### config.mk
export PLATFORM = sky130hd
export DESIGN_NAME = usart_txrx_sync_mode
export DESIGN_NICKNAME = d
export VERILOG_FILES = /design/src/rtl/usart_pkg.sv /design/src/rtl/usart_txrx_sync_mode.sv
export SDC_FILE = /design/constraint.sdc
export NUM_CORES = 1
export LEC_CHECK = 0
export ABC_AREA = 1
export BUFFER_PORTS_ARGS = -buffer_cell sky130_fd_sc_hd__buf_2
export CAP_MARGIN = 20
export CORE_MARGIN = 2
export CORE_UTILIZATION = 41
export DETAILED_ROUTE_END_ITERATION = 10
export GPL_TIMING_DRIVEN = 0
export PLACE_DENSITY_LB_ADDON = 0.08
export SYNTH_ARGS = -nofsm -noshare
export SYNTH_HDL_FRONTEND = slang
export SYNTH_SLANG_ARGS = --single-unit
### constraint.sdc
create_clock -name MCLK -period 7 [get_ports MCLK]
set_input_delay 1.4 -clock MCLK [delete_from_list [all_inputs] [get_ports MCLK]]
set_output_delay 1.4 -clock MCLK [all_outputs]
set_load 0.005 [all_outputs]
### src/rtl/usart_pkg.sv
// Constants and types shared by the serial port design
package usart_pkg;
	localparam int ADDR_W = 5;
	localparam logic [ADDR_W-1:0] A_FLAG = 5'h00;
	localparam logic [ADDR_W-1:0] A_DATA = 5'h04;
	localparam logic [ADDR_W-1:0] A_BAUD = 5'h08;
	localparam logic [ADDR_W-1:0] A_CR1 = 5'h0c;
	localparam logic [ADDR_W-1:0] A_CR2 = 5'h10;
	localparam logic [ADDR_W-1:0] A_CR3 = 5'h14;
	localparam logic [2:0] IX_FLAG = 3'h0;
	localparam logic [2:0] IX_DATA = 3'h1;
	localparam logic [2:0] IX_BAUD = 3'h2;
	localparam logic [2:0] IX_CR1 = 3'h3;
	localparam logic [2:0] IX_CR2 = 3'h4;
	localparam logic [2:0] IX_CR3 = 3'h5;
	localparam logic [2:0] IX_NONE = 3'h7;
	// Flag register bit positions
	localparam int F_PE = 0;
	localparam int F_FE = 1;
	localparam int F_ORE = 3;
	localparam int F_IDLE = 4;
	localparam int F_RX_WORD_AVAIL = 5;
	localparam int F_TC = 6;
	localparam int F_TXE = 7;
	localparam logic [7:0] FLAG_RST = 8'hc0;
	localparam logic [7:0] FLAG_W1C = 8'h5b;
	localparam int OVS_SHIFT = 4;
	localparam int SYNC_SHIFT = 2;
	localparam logic [3:0] SYNC_BITS = 4'h8;
	localparam logic [1:0] RESP_OK = 2'h0;
	localparam logic [1:0] RESP_ERR = 2'h2;
	typedef struct packed {
		logic quiet_irq_on;
		logic rx_avail_irq_on;
		logic tx_done_irq_on;
		logic tx_slot_irq_on;
		logic sync_sel;
		logic msb_first;
		logic parity_odd;
		logic parity_on;
		logic word_len_sel;
		logic rx_allow;
		logic tx_allow;
		logic unit_on;
	} cr1_t;
	typedef struct packed {
		logic stop2;
		logic clk_edge_sel;
		logic clk_idle_level;
		logic clock_pin_on;
	} cr2_t;
	typedef struct packed {
		logic cts_check;
		logic one_wire_sel;
		logic ext_clk_sel;
	} cr3_t;
	typedef enum logic [2:0] {TX_IDLE, TX_START, TX_DATA, TX_PAR, TX_STOP} tx_st_t;
	typedef enum logic [2:0] {RX_IDLE, RX_START, RX_DATA, RX_PAR, RX_STOP} rx_st_t;
endpackage

### src/rtl/usart_txrx_sync_mode.sv
// Serial port with synchronous mode: AXI4-Lite registers, transmitter and receiver
// ----------------------------------------
// Summary of operation
// - With clear-to-send checking, start only while low
// - Word written to empty buffer starts transmission
// - Buffer-to-shifter move sets slot-free, may interrupt
// - Last bit gone, buffer empty: set done
// - Start bit begins reception; frame sets word-available
// - Frame: start, data, optional parity, stop
// - Async word length eight or nine bits
// - Break frame sets framing fault
// - Idle frame sets line-quiet flag, may interrupt
// - Reading data buffer clears word-available
// - Overrun discards word, sets overflow flag
// - Parity/framing fault stores word, no available
// - Any fault flag blocks further reception
// - Synchronous select activates clock pin only with clock pin enable set
// - Master drives baud clock; slave takes pin
// - Clock pin enable and external clock select
// - Exactly eight clock pulses, data bits only
// - Both directions off: clock rests at idle
// - After last bit, data and clock hold
// - Sync receive samples on selected edge only
// - Sync bit rate is clock over four divider
// ----------------------------------------
//
// The placing of the registers and the AXI4-Lite slave port were chosen for this implementation.
`timescale 1ns/1ps
`default_nettype none
module usart_txrx_sync_mode #(
	parameter int DIV_W = 16
) (
	input wire logic MCLK,
	input wire logic RESET,
	input wire logic CE,
	input wire logic [usart_pkg::ADDR_W-1:0] AWADDR,
	input wire logic AWVALID,
	output logic AWREADY,
	input wire logic [31:0] WDATA,
	input wire logic [3:0] WSTRB,
	input wire logic WVALID,
	output logic WREADY,
	output logic [1:0] BRESP,
	output logic BVALID,
	input wire logic BREADY,
	input wire logic [usart_pkg::ADDR_W-1:0] ARADDR,
	input wire logic ARVALID,
	output logic ARREADY,
	output logic [31:0] RDATA,
	output logic [1:0] RRESP,
	output logic RVALID,
	input wire logic RREADY,
	output logic TXD,
	input wire logic RXD,
	input wire logic CTS_N,
	input wire logic SCLK_IN,
	output logic SCLK_OUT,
	output logic SCLK_OE_N,
	output logic IRQ
);
	localparam int CW = DIV_W + 4;

	function automatic logic [2:0] dec(input logic [usart_pkg::ADDR_W-1:0] a);
		unique case ({a[usart_pkg::ADDR_W-1:2], 2'b00})
			usart_pkg::A_FLAG: dec = usart_pkg::IX_FLAG;
			usart_pkg::A_DATA: dec = usart_pkg::IX_DATA;
			usart_pkg::A_BAUD: dec = usart_pkg::IX_BAUD;
			usart_pkg::A_CR1: dec = usart_pkg::IX_CR1;
			usart_pkg::A_CR2: dec = usart_pkg::IX_CR2;
			usart_pkg::A_CR3: dec = usart_pkg::IX_CR3;
			default: dec = usart_pkg::IX_NONE;
		endcase
	endfunction

	function automatic logic [31:0] merge(input logic [31:0] o, input logic [31:0] n, input logic [3:0] s);
		for (int i = 0; i < 4; i++) begin
			o[8*i +: 8] = s[i] ? n[8*i +: 8] : o[8*i +: 8];
		end
		merge = o;
	endfunction

	usart_pkg::cr1_t c1;
	usart_pkg::cr2_t c2;
	usart_pkg::cr3_t c3;
	logic [DIV_W-1:0] div;
	logic [8:0] dbuf, rdr;
	logic [7:0] flg;
	logic rx1, rx_s, cts1, cts_s, sc1, sc2, sc3;
	logic aw_h, w_h;
	logic [usart_pkg::ADDR_W-1:0] aw_a;
	logic [31:0] w_d, m;
	logic [3:0] w_s;
	logic wr_fire, rd_fire, rd_dr;
	logic [2:0] wsel;
	logic [31:0] rdval;
	logic sync, master, slave_sync, nb9, blk;
	logic [DIV_W-1:0] d;
	logic [CW-1:0] blen, hlen;
	logic [3:0] nlast;

	// ----------------------------------------
	// Pin synchronisers
	// ----------------------------------------
	always_ff @(posedge MCLK) begin
		if (RESET) begin
			{rx1, rx_s, cts1, cts_s} <= 4'hf;
			{sc1, sc2, sc3} <= 3'h0;
		end else if (CE) begin
			rx1 <= RXD;
			rx_s <= rx1;
			cts1 <= CTS_N;
			cts_s <= cts1;
			sc1 <= SCLK_IN;
			sc2 <= sc1;
			sc3 <= sc2;
		end
	end

	// ----------------------------------------
	// Mode and timing
	// ----------------------------------------
	always_comb begin
		sync = c1.sync_sel;
		master = !c3.ext_clk_sel;
		slave_sync = sync && !master;
		nb9 = c1.word_len_sel && !sync;
		nlast = nb9 ? 4'h8 : 4'h7;
		d = (div == '0) ? DIV_W'(1) : div;
		blen = sync ? (CW'(d) << usart_pkg::SYNC_SHIFT) : (CW'(d) << usart_pkg::OVS_SHIFT);
		hlen = blen >> 1;
		blk = flg[usart_pkg::F_PE] | flg[usart_pkg::F_FE] | flg[usart_pkg::F_ORE];
	end

	// ----------------------------------------
	// AXI4-Lite slave
	// ----------------------------------------
	assign AWREADY = !aw_h;
	assign WREADY = !w_h;
	assign ARREADY = !RVALID;
	assign wr_fire = CE && aw_h && w_h && !BVALID;
	assign rd_fire = CE && ARVALID && !RVALID;
	assign wsel = dec(aw_a);
	assign rd_dr = rd_fire && dec(ARADDR) == usart_pkg::IX_DATA;

	always_ff @(posedge MCLK) begin
		if (RESET) begin
			aw_h <= 1'b0;
			w_h <= 1'b0;
			aw_a <= '0;
			w_d <= '0;
			w_s <= '0;
			BVALID <= 1'b0;
			BRESP <= usart_pkg::RESP_OK;
		end else if (CE) begin
			if (AWVALID && !aw_h) begin
				aw_h <= 1'b1;
				aw_a <= AWADDR;
			end
			if (WVALID && !w_h) begin
				w_h <= 1'b1;
				w_d <= WDATA;
				w_s <= WSTRB;
			end
			if (wr_fire) begin
				aw_h <= 1'b0;
				w_h <= 1'b0;
				BVALID <= 1'b1;
				BRESP <= (wsel == usart_pkg::IX_NONE) ? usart_pkg::RESP_ERR : usart_pkg::RESP_OK;
			end else if (BREADY) begin
				BVALID <= 1'b0;
			end
		end
	end

	always_comb begin
		unique case (dec(ARADDR))
			usart_pkg::IX_FLAG: rdval = 32'(flg);
			usart_pkg::IX_DATA: rdval = 32'(rdr);
			usart_pkg::IX_BAUD: rdval = 32'(div);
			usart_pkg::IX_CR1: rdval = 32'(c1);
			usart_pkg::IX_CR2: rdval = 32'(c2);
			usart_pkg::IX_CR3: rdval = 32'(c3);
			default: rdval = '0;
		endcase
	end

	always_ff @(posedge MCLK) begin
		if (RESET) begin
			RVALID <= 1'b0;
			RDATA <= '0;
			RRESP <= usart_pkg::RESP_OK;
		end else if (CE) begin
			if (rd_fire) begin
				RVALID <= 1'b1;
				RDATA <= rdval;
				RRESP <= (dec(ARADDR) == usart_pkg::IX_NONE) ? usart_pkg::RESP_ERR : usart_pkg::RESP_OK;
			end else if (RREADY) begin
				RVALID <= 1'b0;
			end
		end
	end

	// ----------------------------------------
	// Control registers
	// ----------------------------------------
	always_comb begin
		unique case (wsel)
			usart_pkg::IX_BAUD: m = merge(32'(div), w_d, w_s);
			usart_pkg::IX_CR1: m = merge(32'(c1), w_d, w_s);
			usart_pkg::IX_CR2: m = merge(32'(c2), w_d, w_s);
			default: m = merge(32'(c3), w_d, w_s);
		endcase
	end

	always_ff @(posedge MCLK) begin
		if (RESET) begin
			c1 <= '0;
			c2 <= '0;
			c3 <= '0;
			div <= '0;
		end else if (wr_fire) begin
			if (wsel == usart_pkg::IX_BAUD)
				div <= m[DIV_W-1:0];
			if (wsel == usart_pkg::IX_CR1)
				c1 <= usart_pkg::cr1_t'(m[$bits(usart_pkg::cr1_t)-1:0]);
			if (wsel == usart_pkg::IX_CR2)
				c2 <= usart_pkg::cr2_t'(m[$bits(usart_pkg::cr2_t)-1:0]);
			if (wsel == usart_pkg::IX_CR3)
				c3 <= usart_pkg::cr3_t'(m[$bits(usart_pkg::cr3_t)-1:0]);
		end
	end

	// ----------------------------------------
	// Transmitter
	// ----------------------------------------
	usart_pkg::tx_st_t tst;
	logic [CW-1:0] tcnt;
	logic [3:0] tidx, tsc;
	logic [8:0] tsh, tw;
	logic tfirst, ttick, tx_go, tx_load, tx_end, next_txd, next_sclk;
	logic m_smp, lead, trail, s_smp, s_shift, smp, sh_ev;

	always_comb begin
		ttick = tcnt == '0;
		tx_go = c1.unit_on && c1.tx_allow && !flg[usart_pkg::F_TXE] && !(c3.cts_check && cts_s);
		tx_load = CE && tst == usart_pkg::TX_IDLE && tx_go;
		tx_end = CE && tst == usart_pkg::TX_STOP && ttick && !(c2.stop2 && tidx == 4'h0);
		m_smp = tst == usart_pkg::TX_DATA && tcnt == hlen - 1'b1;
		lead = sc2 != sc3 && sc3 == c2.clk_idle_level;
		trail = sc2 != sc3 && sc2 == c2.clk_idle_level;
		s_smp = c2.clk_edge_sel ? trail : lead;
		s_shift = c2.clk_edge_sel ? lead : trail;
		smp = sync && c2.clock_pin_on && (master ? m_smp : s_smp);
		sh_ev = s_shift && c2.clock_pin_on && !(c2.clk_edge_sel && tfirst);
		tw = nb9 ? tsh : {1'b0, tsh[7:0]};
	end

	always_ff @(posedge MCLK) begin
		if (RESET) begin
			tst <= usart_pkg::TX_IDLE;
			tcnt <= '0;
			tidx <= '0;
			tsc <= '0;
			tsh <= '0;
			tfirst <= 1'b0;
		end else if (CE) begin
			if (!c1.tx_allow) begin
				tst <= usart_pkg::TX_IDLE;
			end else begin
				unique case (tst)
					usart_pkg::TX_IDLE: if (tx_go) begin
						tsh <= dbuf;
						tidx <= '0;
						tsc <= '0;
						tfirst <= 1'b1;
						tcnt <= blen - 1'b1;
						tst <= slave_sync ? usart_pkg::TX_DATA : usart_pkg::TX_START;
					end
					usart_pkg::TX_START: if (ttick) begin
						tcnt <= blen - 1'b1;
						tst <= usart_pkg::TX_DATA;
					end else begin
						tcnt <= tcnt - 1'b1;
					end
					usart_pkg::TX_DATA: if (slave_sync) begin
						if (sh_ev)
							tidx <= tidx + 4'h1;
						if (s_shift)
							tfirst <= 1'b0;
						if (smp)
							tsc <= tsc + 4'h1;
						if (smp && tsc == usart_pkg::SYNC_BITS - 4'h1) begin
							tidx <= '0;
							tcnt <= blen - 1'b1;
							tst <= usart_pkg::TX_STOP;
						end
					end else if (ttick) begin
						tcnt <= blen - 1'b1;
						if (tidx == nlast) begin
							tidx <= '0;
							tst <= c1.parity_on ? usart_pkg::TX_PAR : usart_pkg::TX_STOP;
						end else begin
							tidx <= tidx + 4'h1;
						end
					end else begin
						tcnt <= tcnt - 1'b1;
					end
					usart_pkg::TX_PAR: if (ttick) begin
						tcnt <= blen - 1'b1;
						tst <= usart_pkg::TX_STOP;
					end else begin
						tcnt <= tcnt - 1'b1;
					end
					usart_pkg::TX_STOP: if (ttick) begin
						tcnt <= blen - 1'b1;
						if (c2.stop2 && tidx == 4'h0)
							tidx <= 4'h1;
						else
							tst <= usart_pkg::TX_IDLE;
					end else begin
						tcnt <= tcnt - 1'b1;
					end
					default: tst <= usart_pkg::TX_IDLE;
				endcase
			end
		end
	end

	// Line and clock levels; in sync mode the line holds outside data bits
	always_comb begin
		unique case (tst)
			usart_pkg::TX_START: next_txd = sync ? TXD : 1'b0;
			usart_pkg::TX_DATA: next_txd = c1.msb_first ? tw[nlast - tidx] : tw[tidx];
			usart_pkg::TX_PAR: next_txd = sync ? TXD : (^tw ^ c1.parity_odd);
			default: next_txd = sync ? TXD : 1'b1;
		endcase
		next_sclk = c2.clk_idle_level ^ (sync && master && (c1.tx_allow || c1.rx_allow)
			&& tst == usart_pkg::TX_DATA && (c2.clk_edge_sel ? tcnt >= hlen : tcnt < hlen));
	end

	always_ff @(posedge MCLK) begin
		if (RESET) begin
			TXD <= 1'b1;
			SCLK_OUT <= 1'b0;
		end else if (CE) begin
			TXD <= next_txd;
			SCLK_OUT <= next_sclk;
		end
	end

	assign SCLK_OE_N = !(sync && c2.clock_pin_on && master);

	// ----------------------------------------
	// Receiver
	// ----------------------------------------
	usart_pkg::rx_st_t rst;
	logic [CW-1:0] rcnt;
	logic [3:0] ridx;
	logic [8:0] rsh, rword, shin;
	logic rpbit, rdone, rfe, rpe, rtick, r_allow;

	always_comb begin
		rtick = rcnt == '0;
		r_allow = c1.unit_on && c1.rx_allow && !blk;
		shin = c1.msb_first ? {rsh[7:0], rx_s} : {rx_s, rsh[8:1]};
		rword = nb9 ? rsh : (c1.msb_first ? {1'b0, rsh[7:0]} : {1'b0, rsh[8:1]});
		rpe = c1.parity_on && !sync && (^rword ^ rpbit ^ c1.parity_odd);
	end

	always_ff @(posedge MCLK) begin
		if (RESET) begin
			rst <= usart_pkg::RX_IDLE;
			rcnt <= '0;
			ridx <= '0;
			rsh <= '0;
			rpbit <= 1'b0;
			rdone <= 1'b0;
			rfe <= 1'b0;
		end else if (CE) begin
			rdone <= 1'b0;
			if (!r_allow) begin
				rst <= usart_pkg::RX_IDLE;
			end else begin
				unique case (rst)
					usart_pkg::RX_IDLE: begin
						ridx <= '0;
						rcnt <= hlen - 1'b1;
						if (sync)
							rst <= usart_pkg::RX_DATA;
						else if (!rx_s)
							rst <= usart_pkg::RX_START;
					end
					usart_pkg::RX_START: if (rtick) begin
						rcnt <= blen - 1'b1;
						rst <= rx_s ? usart_pkg::RX_IDLE : usart_pkg::RX_DATA;
					end else begin
						rcnt <= rcnt - 1'b1;
					end
					usart_pkg::RX_DATA: if (sync ? smp : rtick) begin
						rsh <= shin;
						rcnt <= blen - 1'b1;
						ridx <= ridx + 4'h1;
						if (ridx == nlast) begin
							ridx <= '0;
							rfe <= 1'b0;
							rdone <= sync;
							rst <= sync ? usart_pkg::RX_IDLE
								: (c1.parity_on ? usart_pkg::RX_PAR : usart_pkg::RX_STOP);
						end
					end else if (!sync) begin
						rcnt <= rcnt - 1'b1;
					end
					usart_pkg::RX_PAR: if (rtick) begin
						rpbit <= rx_s;
						rcnt <= blen - 1'b1;
						rst <= usart_pkg::RX_STOP;
					end else begin
						rcnt <= rcnt - 1'b1;
					end
					usart_pkg::RX_STOP: if (rtick) begin
						rdone <= 1'b1;
						rfe <= !rx_s;
						rst <= usart_pkg::RX_IDLE;
					end else begin
						rcnt <= rcnt - 1'b1;
					end
					default: rst <= usart_pkg::RX_IDLE;
				endcase
			end
		end
	end

	// ----------------------------------------
	// Idle line detection
	// ----------------------------------------
	logic qarm, idle_hit;
	logic [CW-1:0] qcnt;
	logic [3:0] qb, fb;

	always_comb begin
		fb = nlast + 4'h3 + {3'h0, c1.parity_on} + {3'h0, c2.stop2};
		idle_hit = CE && qarm && !sync && rx_s && rst == usart_pkg::RX_IDLE && r_allow
			&& qcnt == '0 && qb == fb - 4'h1;
	end

	always_ff @(posedge MCLK) begin
		if (RESET) begin
			qarm <= 1'b0;
			qcnt <= '0;
			qb <= '0;
		end else if (CE) begin
			if (sync || !rx_s || rst != usart_pkg::RX_IDLE || !r_allow || !qarm) begin
				qcnt <= blen - 1'b1;
				qb <= '0;
			end else if (qcnt == '0) begin
				qcnt <= blen - 1'b1;
				qb <= qb + 4'h1;
				if (idle_hit)
					qarm <= 1'b0;
			end else begin
				qcnt <= qcnt - 1'b1;
			end
			if (rdone)
				qarm <= 1'b1;
		end
	end

	// ----------------------------------------
	// Flags, data buffers and interrupt
	// ----------------------------------------
	always_ff @(posedge MCLK) begin
		if (RESET) begin
			flg <= usart_pkg::FLAG_RST;
			dbuf <= '0;
			rdr <= '0;
		end else if (CE) begin
			if (wr_fire && wsel == usart_pkg::IX_FLAG)
				flg <= flg & ~(w_d[7:0] & usart_pkg::FLAG_W1C & {8{w_s[0]}});
			if (wr_fire && wsel == usart_pkg::IX_DATA) begin
				dbuf <= w_d[8:0];
				flg[usart_pkg::F_TXE] <= 1'b0;
				flg[usart_pkg::F_TC] <= 1'b0;
			end
			if (rd_dr)
				flg[usart_pkg::F_RX_WORD_AVAIL] <= 1'b0;
			if (tx_load)
				flg[usart_pkg::F_TXE] <= 1'b1;
			if (tx_end && flg[usart_pkg::F_TXE])
				flg[usart_pkg::F_TC] <= 1'b1;
			if (idle_hit)
				flg[usart_pkg::F_IDLE] <= 1'b1;
			if (rdone && !blk) begin
				if (flg[usart_pkg::F_RX_WORD_AVAIL]) begin
					flg[usart_pkg::F_ORE] <= 1'b1;
				end else begin
					rdr <= rword;
					flg[usart_pkg::F_PE] <= flg[usart_pkg::F_PE] | rpe;
					flg[usart_pkg::F_FE] <= flg[usart_pkg::F_FE] | rfe;
					flg[usart_pkg::F_RX_WORD_AVAIL] <= !rpe && !rfe;
				end
			end
		end
	end

	always_ff @(posedge MCLK) begin
		if (RESET)
			IRQ <= 1'b0;
		else if (CE)
			IRQ <= (flg[usart_pkg::F_TXE] && c1.tx_slot_irq_on) || (flg[usart_pkg::F_TC] && c1.tx_done_irq_on)
				|| (flg[usart_pkg::F_RX_WORD_AVAIL] && c1.rx_avail_irq_on) || (flg[usart_pkg::F_IDLE] && c1.quiet_irq_on);
	end

	// ----------------------------------------
	// Checks
	// ----------------------------------------
	logic [3:0] pc;
	always_ff @(posedge MCLK) begin
		if (RESET || tst == usart_pkg::TX_START || tst == usart_pkg::TX_IDLE)
			pc <= '0;
		else if (CE && SCLK_OUT == c2.clk_idle_level && next_sclk != c2.clk_idle_level)
			pc <= pc + 4'h1;
	end

	a_cts_hold: assert property (@(posedge MCLK) disable iff (RESET)
		CE && tst == usart_pkg::TX_IDLE && c3.cts_check && cts_s |=> tst == usart_pkg::TX_IDLE)
		else $error("transmit started while clear-to-send high");
	a_slot_on_load: assert property (@(posedge MCLK) disable iff (RESET)
		CE && tst == usart_pkg::TX_IDLE && tx_go |=> flg[usart_pkg::F_TXE] && tst != usart_pkg::TX_IDLE)
		else $error("slot-free not set on load");
	a_done_set: assert property (@(posedge MCLK) disable iff (RESET)
		$rose(flg[usart_pkg::F_TC]) |-> $past(tst) == usart_pkg::TX_STOP && $past(flg[usart_pkg::F_TXE]))
		else $error("done set at wrong time");
	a_read_clears: assert property (@(posedge MCLK) disable iff (RESET)
		rd_dr && !rdone |=> !flg[usart_pkg::F_RX_WORD_AVAIL])
		else $error("data read left word-available set");
	a_overrun_keep: assert property (@(posedge MCLK) disable iff (RESET)
		CE && rdone && !blk && flg[usart_pkg::F_RX_WORD_AVAIL] |=> flg[usart_pkg::F_ORE] && $stable(rdr))
		else $error("overrun did not discard word");
	a_fault_noavail: assert property (@(posedge MCLK) disable iff (RESET)
		CE && rdone && !blk && !flg[usart_pkg::F_RX_WORD_AVAIL] && (rpe || rfe) && !rd_dr
		|=> !flg[usart_pkg::F_RX_WORD_AVAIL] && rdr == $past(rword))
		else $error("faulty word handled wrongly");
	a_fault_block: assert property (@(posedge MCLK) disable iff (RESET)
		CE && blk |=> rst == usart_pkg::RX_IDLE)
		else $error("reception while fault flag set");
	a_clk_rest: assert property (@(posedge MCLK) disable iff (RESET)
		CE && !c1.tx_allow && !c1.rx_allow |=> SCLK_OUT == $past(c2.clk_idle_level))
		else $error("clock not at idle level");
	a_eight_pulses: assert property (@(posedge MCLK) disable iff (RESET)
		(CE && sync && master && tst == usart_pkg::TX_DATA) ##1 (tst == usart_pkg::TX_STOP) |-> pc == 4'h8)
		else $error("frame clock pulse count not eight");
endmodule
`default_nettype wire

# Yosys cells after proc, flatten, opt, wreduce, memory -nomap -nowiden
# Cells that the tools add are included.
[word_totals]
romBits = 0
ramBits = 0
elab_cells = 437
memories = 0
latch_bits = 0
regBits = 257
[classes]
multipliers = 0
div_mod_pow = 0
n_bitwise = 12
shift = 0
n_addsub = 14
n_eq_ne = 71
n_mux = 127
reduce_logical = 145
order_cmp = 4
[op_table]
columns = ["operator", "n"]
rows = [
  ["$mux 20", 11],
  ["$pmux 16 s6", 1],
  ["$pmux 20 s4", 1],
  ["$sub 20x1->20 const B", 4],
  ["$mux 8", 9],
  ["$mux 3", 23],
  ["$logic_not 20->1", 3],
  ["$mux 4", 15],
  ["$pmux 20 s3", 1],
  ["$logic_and 1x1->1", 54],
  ["$pmux 16 s3", 1],
  ["$mux 1", 41],
  ["$eq 3x2->1 const B", 12],
  ["$eq 3x3->1 const B", 12],
  ["$ne 3x3->1 const B", 12],
  ["$pmux 3 s6", 2],
  ["$reduce_and 2->1", 18],
  ["$pmux 3 s5", 2],
  ["$mux 9", 3],
  ["$ne 2x2->1 const B", 13],
  ["$reduce_and 4->1", 6],
  ["$reduce_bool 2->1", 11],
  ["$eq 20x20->1", 1],
  ["$ge 20x19->1", 1],
  ["other kinds (46)", 116],
]

# Logic depth before layout (Yosys ltp)
[logic_depth]
word_depth = 13
depth_mapped = 29
depth_no_buf = 28

# Worst setup path before layout
# No wires, ideal clock.
[synth_path]
path_kind = "in2reg"
from = "input CE"
to = "register div[1]"
t_required_ns = 6.885
arrival_ns = 3.046
slack_ns = 3.839
path_stages = 8
n_path_buf = 1
setup_time_ns = 0.116
path_cell_list = "inv_2 nor4_1 inv_1 nor2_1 clkinv_1 clkbuf_1 o21ai_0 inv_1"
[synth_between]
elab_chain_len = 4
[synth_lines]
columns = ["item", "line", "rtl"]
rows = [
  ["from (decl)", "usart_txrx_sync_mode.sv:35", "input wire logic CE,"],
  ["$logic_and 1x1->1 (3 in series)", "usart_txrx_sync_mode.sv:140", "assign wr_fire = CE && aw_h && w_h && !BVALID;"],
  ["$reduce_and 2->1 (no source line)", "--", ""],
  ["to (signal assigned)", "usart_txrx_sync_mode.sv:223", "div <= m[DIV_W-1:0];"],
  ["to (decl)", "usart_txrx_sync_mode.sv:85", "logic [DIV_W-1:0] div;"],
]
# No other way between the ends.
# A chain may end at the register's enable or synchronous reset.

# Worst setup path in the final report
[layout_path]
from = "register div[3]"
to = "register rfe"
[layout_between]
elab_chain_len = 11
[layout_lines]
columns = ["item", "line", "rtl"]
rows = [
  ["$logic_not 16->1", "usart_txrx_sync_mode.sv:128", "d = (div == '0) ? DIV_W'(1) : div;"],
  ["$mux 16 *", "usart_txrx_sync_mode.sv:128", ""],
  ["$mux 20 *", "usart_txrx_sync_mode.sv:129", "blen = sync ? (CW'(d) << usart_pkg::SYNC_SHIFT) : (CW'(d) << usart_pkg::OVS_SHIFT);"],
  ["$sub 19x1->20 *", "usart_txrx_sync_mode.sv:248", "m_smp = tst == usart_pkg::TX_DATA && tcnt == hlen - 1'b1;"],
  ["$eq 20x20->1 *", "usart_txrx_sync_mode.sv:248", ""],
  ["$logic_and 1x1->1 *", "usart_txrx_sync_mode.sv:248", ""],
  ["$mux 1 *", "usart_txrx_sync_mode.sv:253", "smp = sync && c2.clock_pin_on && (master ? m_smp : s_smp);"],
  ["$logic_and 1x1->1 *", "usart_txrx_sync_mode.sv:253", ""],
  ["$mux 1 *", "usart_txrx_sync_mode.sv:399", "usart_pkg::RX_DATA: if (sync ? smp : rtick) begin"],
  ["$ne 2x2->1 (no source line) *", "--", ""],
  ["$reduce_and 6->1 (no source line) *", "--", ""],
  ["to (signal assigned)", "usart_txrx_sync_mode.sv:422", "rfe <= !rx_s;"],
  ["to (decl)", "usart_txrx_sync_mode.sv:360", "logic rpbit, rdone, rfe, rpe, rtick, r_allow;"],
]
# Mark *: on every way between the ends. The rest lies on a longest branch, timed or not.

==> impl_metrics.csv <==
group,metric,value,unit
outcome,status,"complete, no violations",
clock_tree,cts.repair.resized,0,
timing,period_minus_slack,4.72,ns
layout,final_common_cell,"nand2_1",
floorplan,ios,102,
critical_path,crit_required,7.47,ns
timing,maxSlewViolCount,0,
timing,fin_crit_sh,67.5,%
critical_path,worstSetupStartpointType,"register",
timing,setup-violations-final,0,
hold_path,min_path_type,"register to register",
clock_tree,clk_pin_slew,0.06,ns
placed_design,numPortBuffers,61,
detailed_routing,wl_per_cell,19.8,um
global_routing,grt_pass1_vias,14099,
global_routing,grt_max_degree,13,
layout,n_fill_cell,3746,
power,peakVddDrop,0.221,mV
global_routing,overflow,0,
layout,layout_common_cells,"nand2_1 (409), nor2_1 (297), inv_1 (279), o21ai_0 (245), dfxtp_1 (218)",
yosys,synth_top_flop_cell,"dfxtp_1",
timing,tns,0,ns
yosys,ys_seq_area_share,30.6,%
floorplan,initial_core_util,41.4,%
placed_design,gp_congestion,0.945,
critical_path,crit_path_max_fanout,7,
floorplan,die_area,36300,um^2
timing,clock_skew,0.0103,ns
layout,fin_cells,2825,
clock_tree,cts_root_buf,"clkbuf_16",
timing,fmax,212,MHz
critical_path,worstPathArrival,5.20,ns
critical_path,worstSetupPathType,"register to register",
yosys,synth-edff-count,0,
timing,rsz0062_at_grt,"no",
placed_design,placed_cells,2776,
floorplan,chipHeight,191,um
layout,syn_to_final_growth,12.7,%
layout,post-route-util,46.7,%
flow_run,cap_violations,0,
clock_tree,clk_latency,0.55,ns
clock_tree,ctsLongestPathBuffers,3,
detailed_routing,first_pass_iters,5,
clock_tree,cts_made_buffers,27,
yosys,netlist_instances,2243,
layout,nets,2438,
clock_tree,cts.sinks,218,
layout,drive_gt1_share,7.64,%
detailed_routing,ant_nets,0,
power,p_leak,7.35,nW
yosys,synth_async_sr_flop_share,0,%
timing,hold_viol_final,0,
power,finalPower,2.97,mW
floorplan,rows,68,
detailed_routing,viasPerCell,5.50,
clock_tree,cts_tree,"built",
critical_path,endpoint_kind,"register",
global_routing,track_usage,30.4,%
detailed_routing,drtIter0Drc,1374,
power,power_per_cell_area,185,nW/um^2
global_routing,grt_pass1_wl,84300,um
detailed_routing,drc_errors,0,
placed_design,dp_hpwl,43300,um
detailed_routing,via_count,15549,
timing,tightestPinTransition,1.03,ns
floorplan,die_x,191,um
clock_tree,holdBufCountCts,0,
yosys,synth.cell_area,14300,um^2
clock_tree,cts_htree_levels,1,
clock_tree,post_cts.repair.setup_buffers,0,
global_routing,grt_antenna_before_repair,0,
layout,n_antenna_cell,0,
floorplan,core,34500,um^2
yosys,synth_cell_types,64,
yosys,synth_seq_cells,218,
detailed_routing,drt_wl_total,55800,um
yosys,yosysWarnings,0,
timing,maxSlewHeadroom,31.5,%
yosys,avgSynthCellArea,6.37,um^2
[area by class of cell]
type | instances | area [um^2] | area share, %
well taps | 455 | 569 | 3.54
inverters | 299 | 1120 | 6.98
repair buffers | 62 | 310 | 1.93
multi-input cells | 1644 | 8350 | 51.9
clock inverters | 12 | 144 | 0.894
clock buffers | 36 | 729 | 4.53
flip-flops and latches | 218 | 4360 | 27.1
plain buffers | 99 | 508 | 3.16
[critical path: stages, from the launching register on]
cell and delay [ns]:
dfxtp_1 0.58, nor2_1 0.09, nand2_1 0.10, nor2_1 0.06, nand2_2 0.10, nand2_1 0.08, nand2_1 0.42, ha_1 0.29
inv_1 0.08, nor2_1 0.35, nand2_2 0.23, nor2_2 0.22, nand2_1 0.10, nand2_1 0.31, nand2_1 0.10, nand4_1 0.10
nor2_1 0.06, nand2_1 0.18, nand2_4 0.12, nand2_4 0.13, nand3_1 0.38, nand3_1 0.29, o21ai_0 0.10, a21oi_1 0.17
[final timing paths]
path	start	endpoint	slack (ns)	cells after the start
hold / removal	RDATA[13]$_SDFFE_PP0P_	RDATA[13]$_SDFFE_PP0P_	0.46	2
setup / recovery	div[3]$_SDFFE_PP0P_	rfe$_SDFFE_PP0P_	2.28	23
hold reg to reg	RDATA[13]$_SDFFE_PP0P_	RDATA[13]$_SDFFE_PP0P_	0.46	2
setup reg to reg	div[3]$_SDFFE_PP0P_	rfe$_SDFFE_PP0P_	2.28	23
[Yosys cell counts, types with 5 or more instances]
cell / count / share of area, %
a211oi_1: 8 / 0.42
a21oi_1: 198 / 6.9
a22oi_1: 8 / 0.42
a31oi_1: 9 / 0.39
buf_1: 6 / 0.16
buf_4: 21 / 1.1
buf_6: 7 / 0.55
clkbuf_1: 61 / 1.6
clkinv_1: 10 / 0.26
dfxtp_1: 218 / 31
ha_1: 28 / 2.5
inv_1: 279 / 7.3
inv_2: 9 / 0.24
nand2_1: 409 / 11
nand2_2: 9 / 0.39
nand3_1: 122 / 4.3
nand4_1: 34 / 1.5
nor2_1: 297 / 7.8
nor3_1: 39 / 1.4
nor4_1: 13 / 0.57
o211ai_1: 21 / 1.1
o21ai_0: 245 / 8.6
o21ai_1: 31 / 1.1
o21ai_2: 5 / 0.31
o22ai_1: 20 / 0.88
xnor2_1: 18 / 1.1
xor2_1: 50 / 3.1
[sequential cells by signal, indices dropped and copies added, names as in the netlist, 4 cells and up]
signal / flops
tcnt: 20
tidx: 4
div: 16
w_d: 16
dbuf: 9
tsh: 9
c1: 11
RDATA: 16
rsh: 9
c2: 4
rcnt: 20
qcnt: 20
flg: 7
tsc: 4
rdr: 9
qb: 4
ridx: 4
[layer usage]
layer | vias up | share of wire [%] | track usage, %
met5 | - | 0 | 0
met4 | 0 | 4.5 | 12.6
met3 | 123 | 7.1 | 4.12
met2 | 604 | 44 | 48.7
met1 | 7191 | 44 | 41.3
li1 | 7631 | - | -
[per-stage QoR]
stage	setup WS, ns	area (um^2)	hold slack (ns)
floorplan	3.84	14300	0.425
global placement	2.55	15200	0.445
detailed placement	2.51	15200	0.449
CTS	2.50	16100	0.463
global route	2.07	16100	0.484
finish	2.28	16100	0.461
[where the power goes]
group          internal, mW  leakage, nW  total, mW  switching (mW)
combinational        0.0781         5.16      0.275           0.197
clock                 0.839        0.426       1.42           0.582
sequential             1.26         1.76       1.28          0.0168
total                  2.18         7.35       2.97           0.796
[kinds of logic (layout without fill, tap and decap cells)]
group	Yosys count	count (layout)	share of synthesized area, %
and+or+nand+nor	943	943	28.0
buffers and inverters	398	508	11.4
DFF	218	218	30.6
other	1	18	0.0263
adders and majority gates	30	30	2.73
AOI/OAI and AO/OA	582	582	22.7
muxes	1	1	0.0701
xor gates and xnor gates	70	70	4.49
Power figures use the tool's default switching activity.
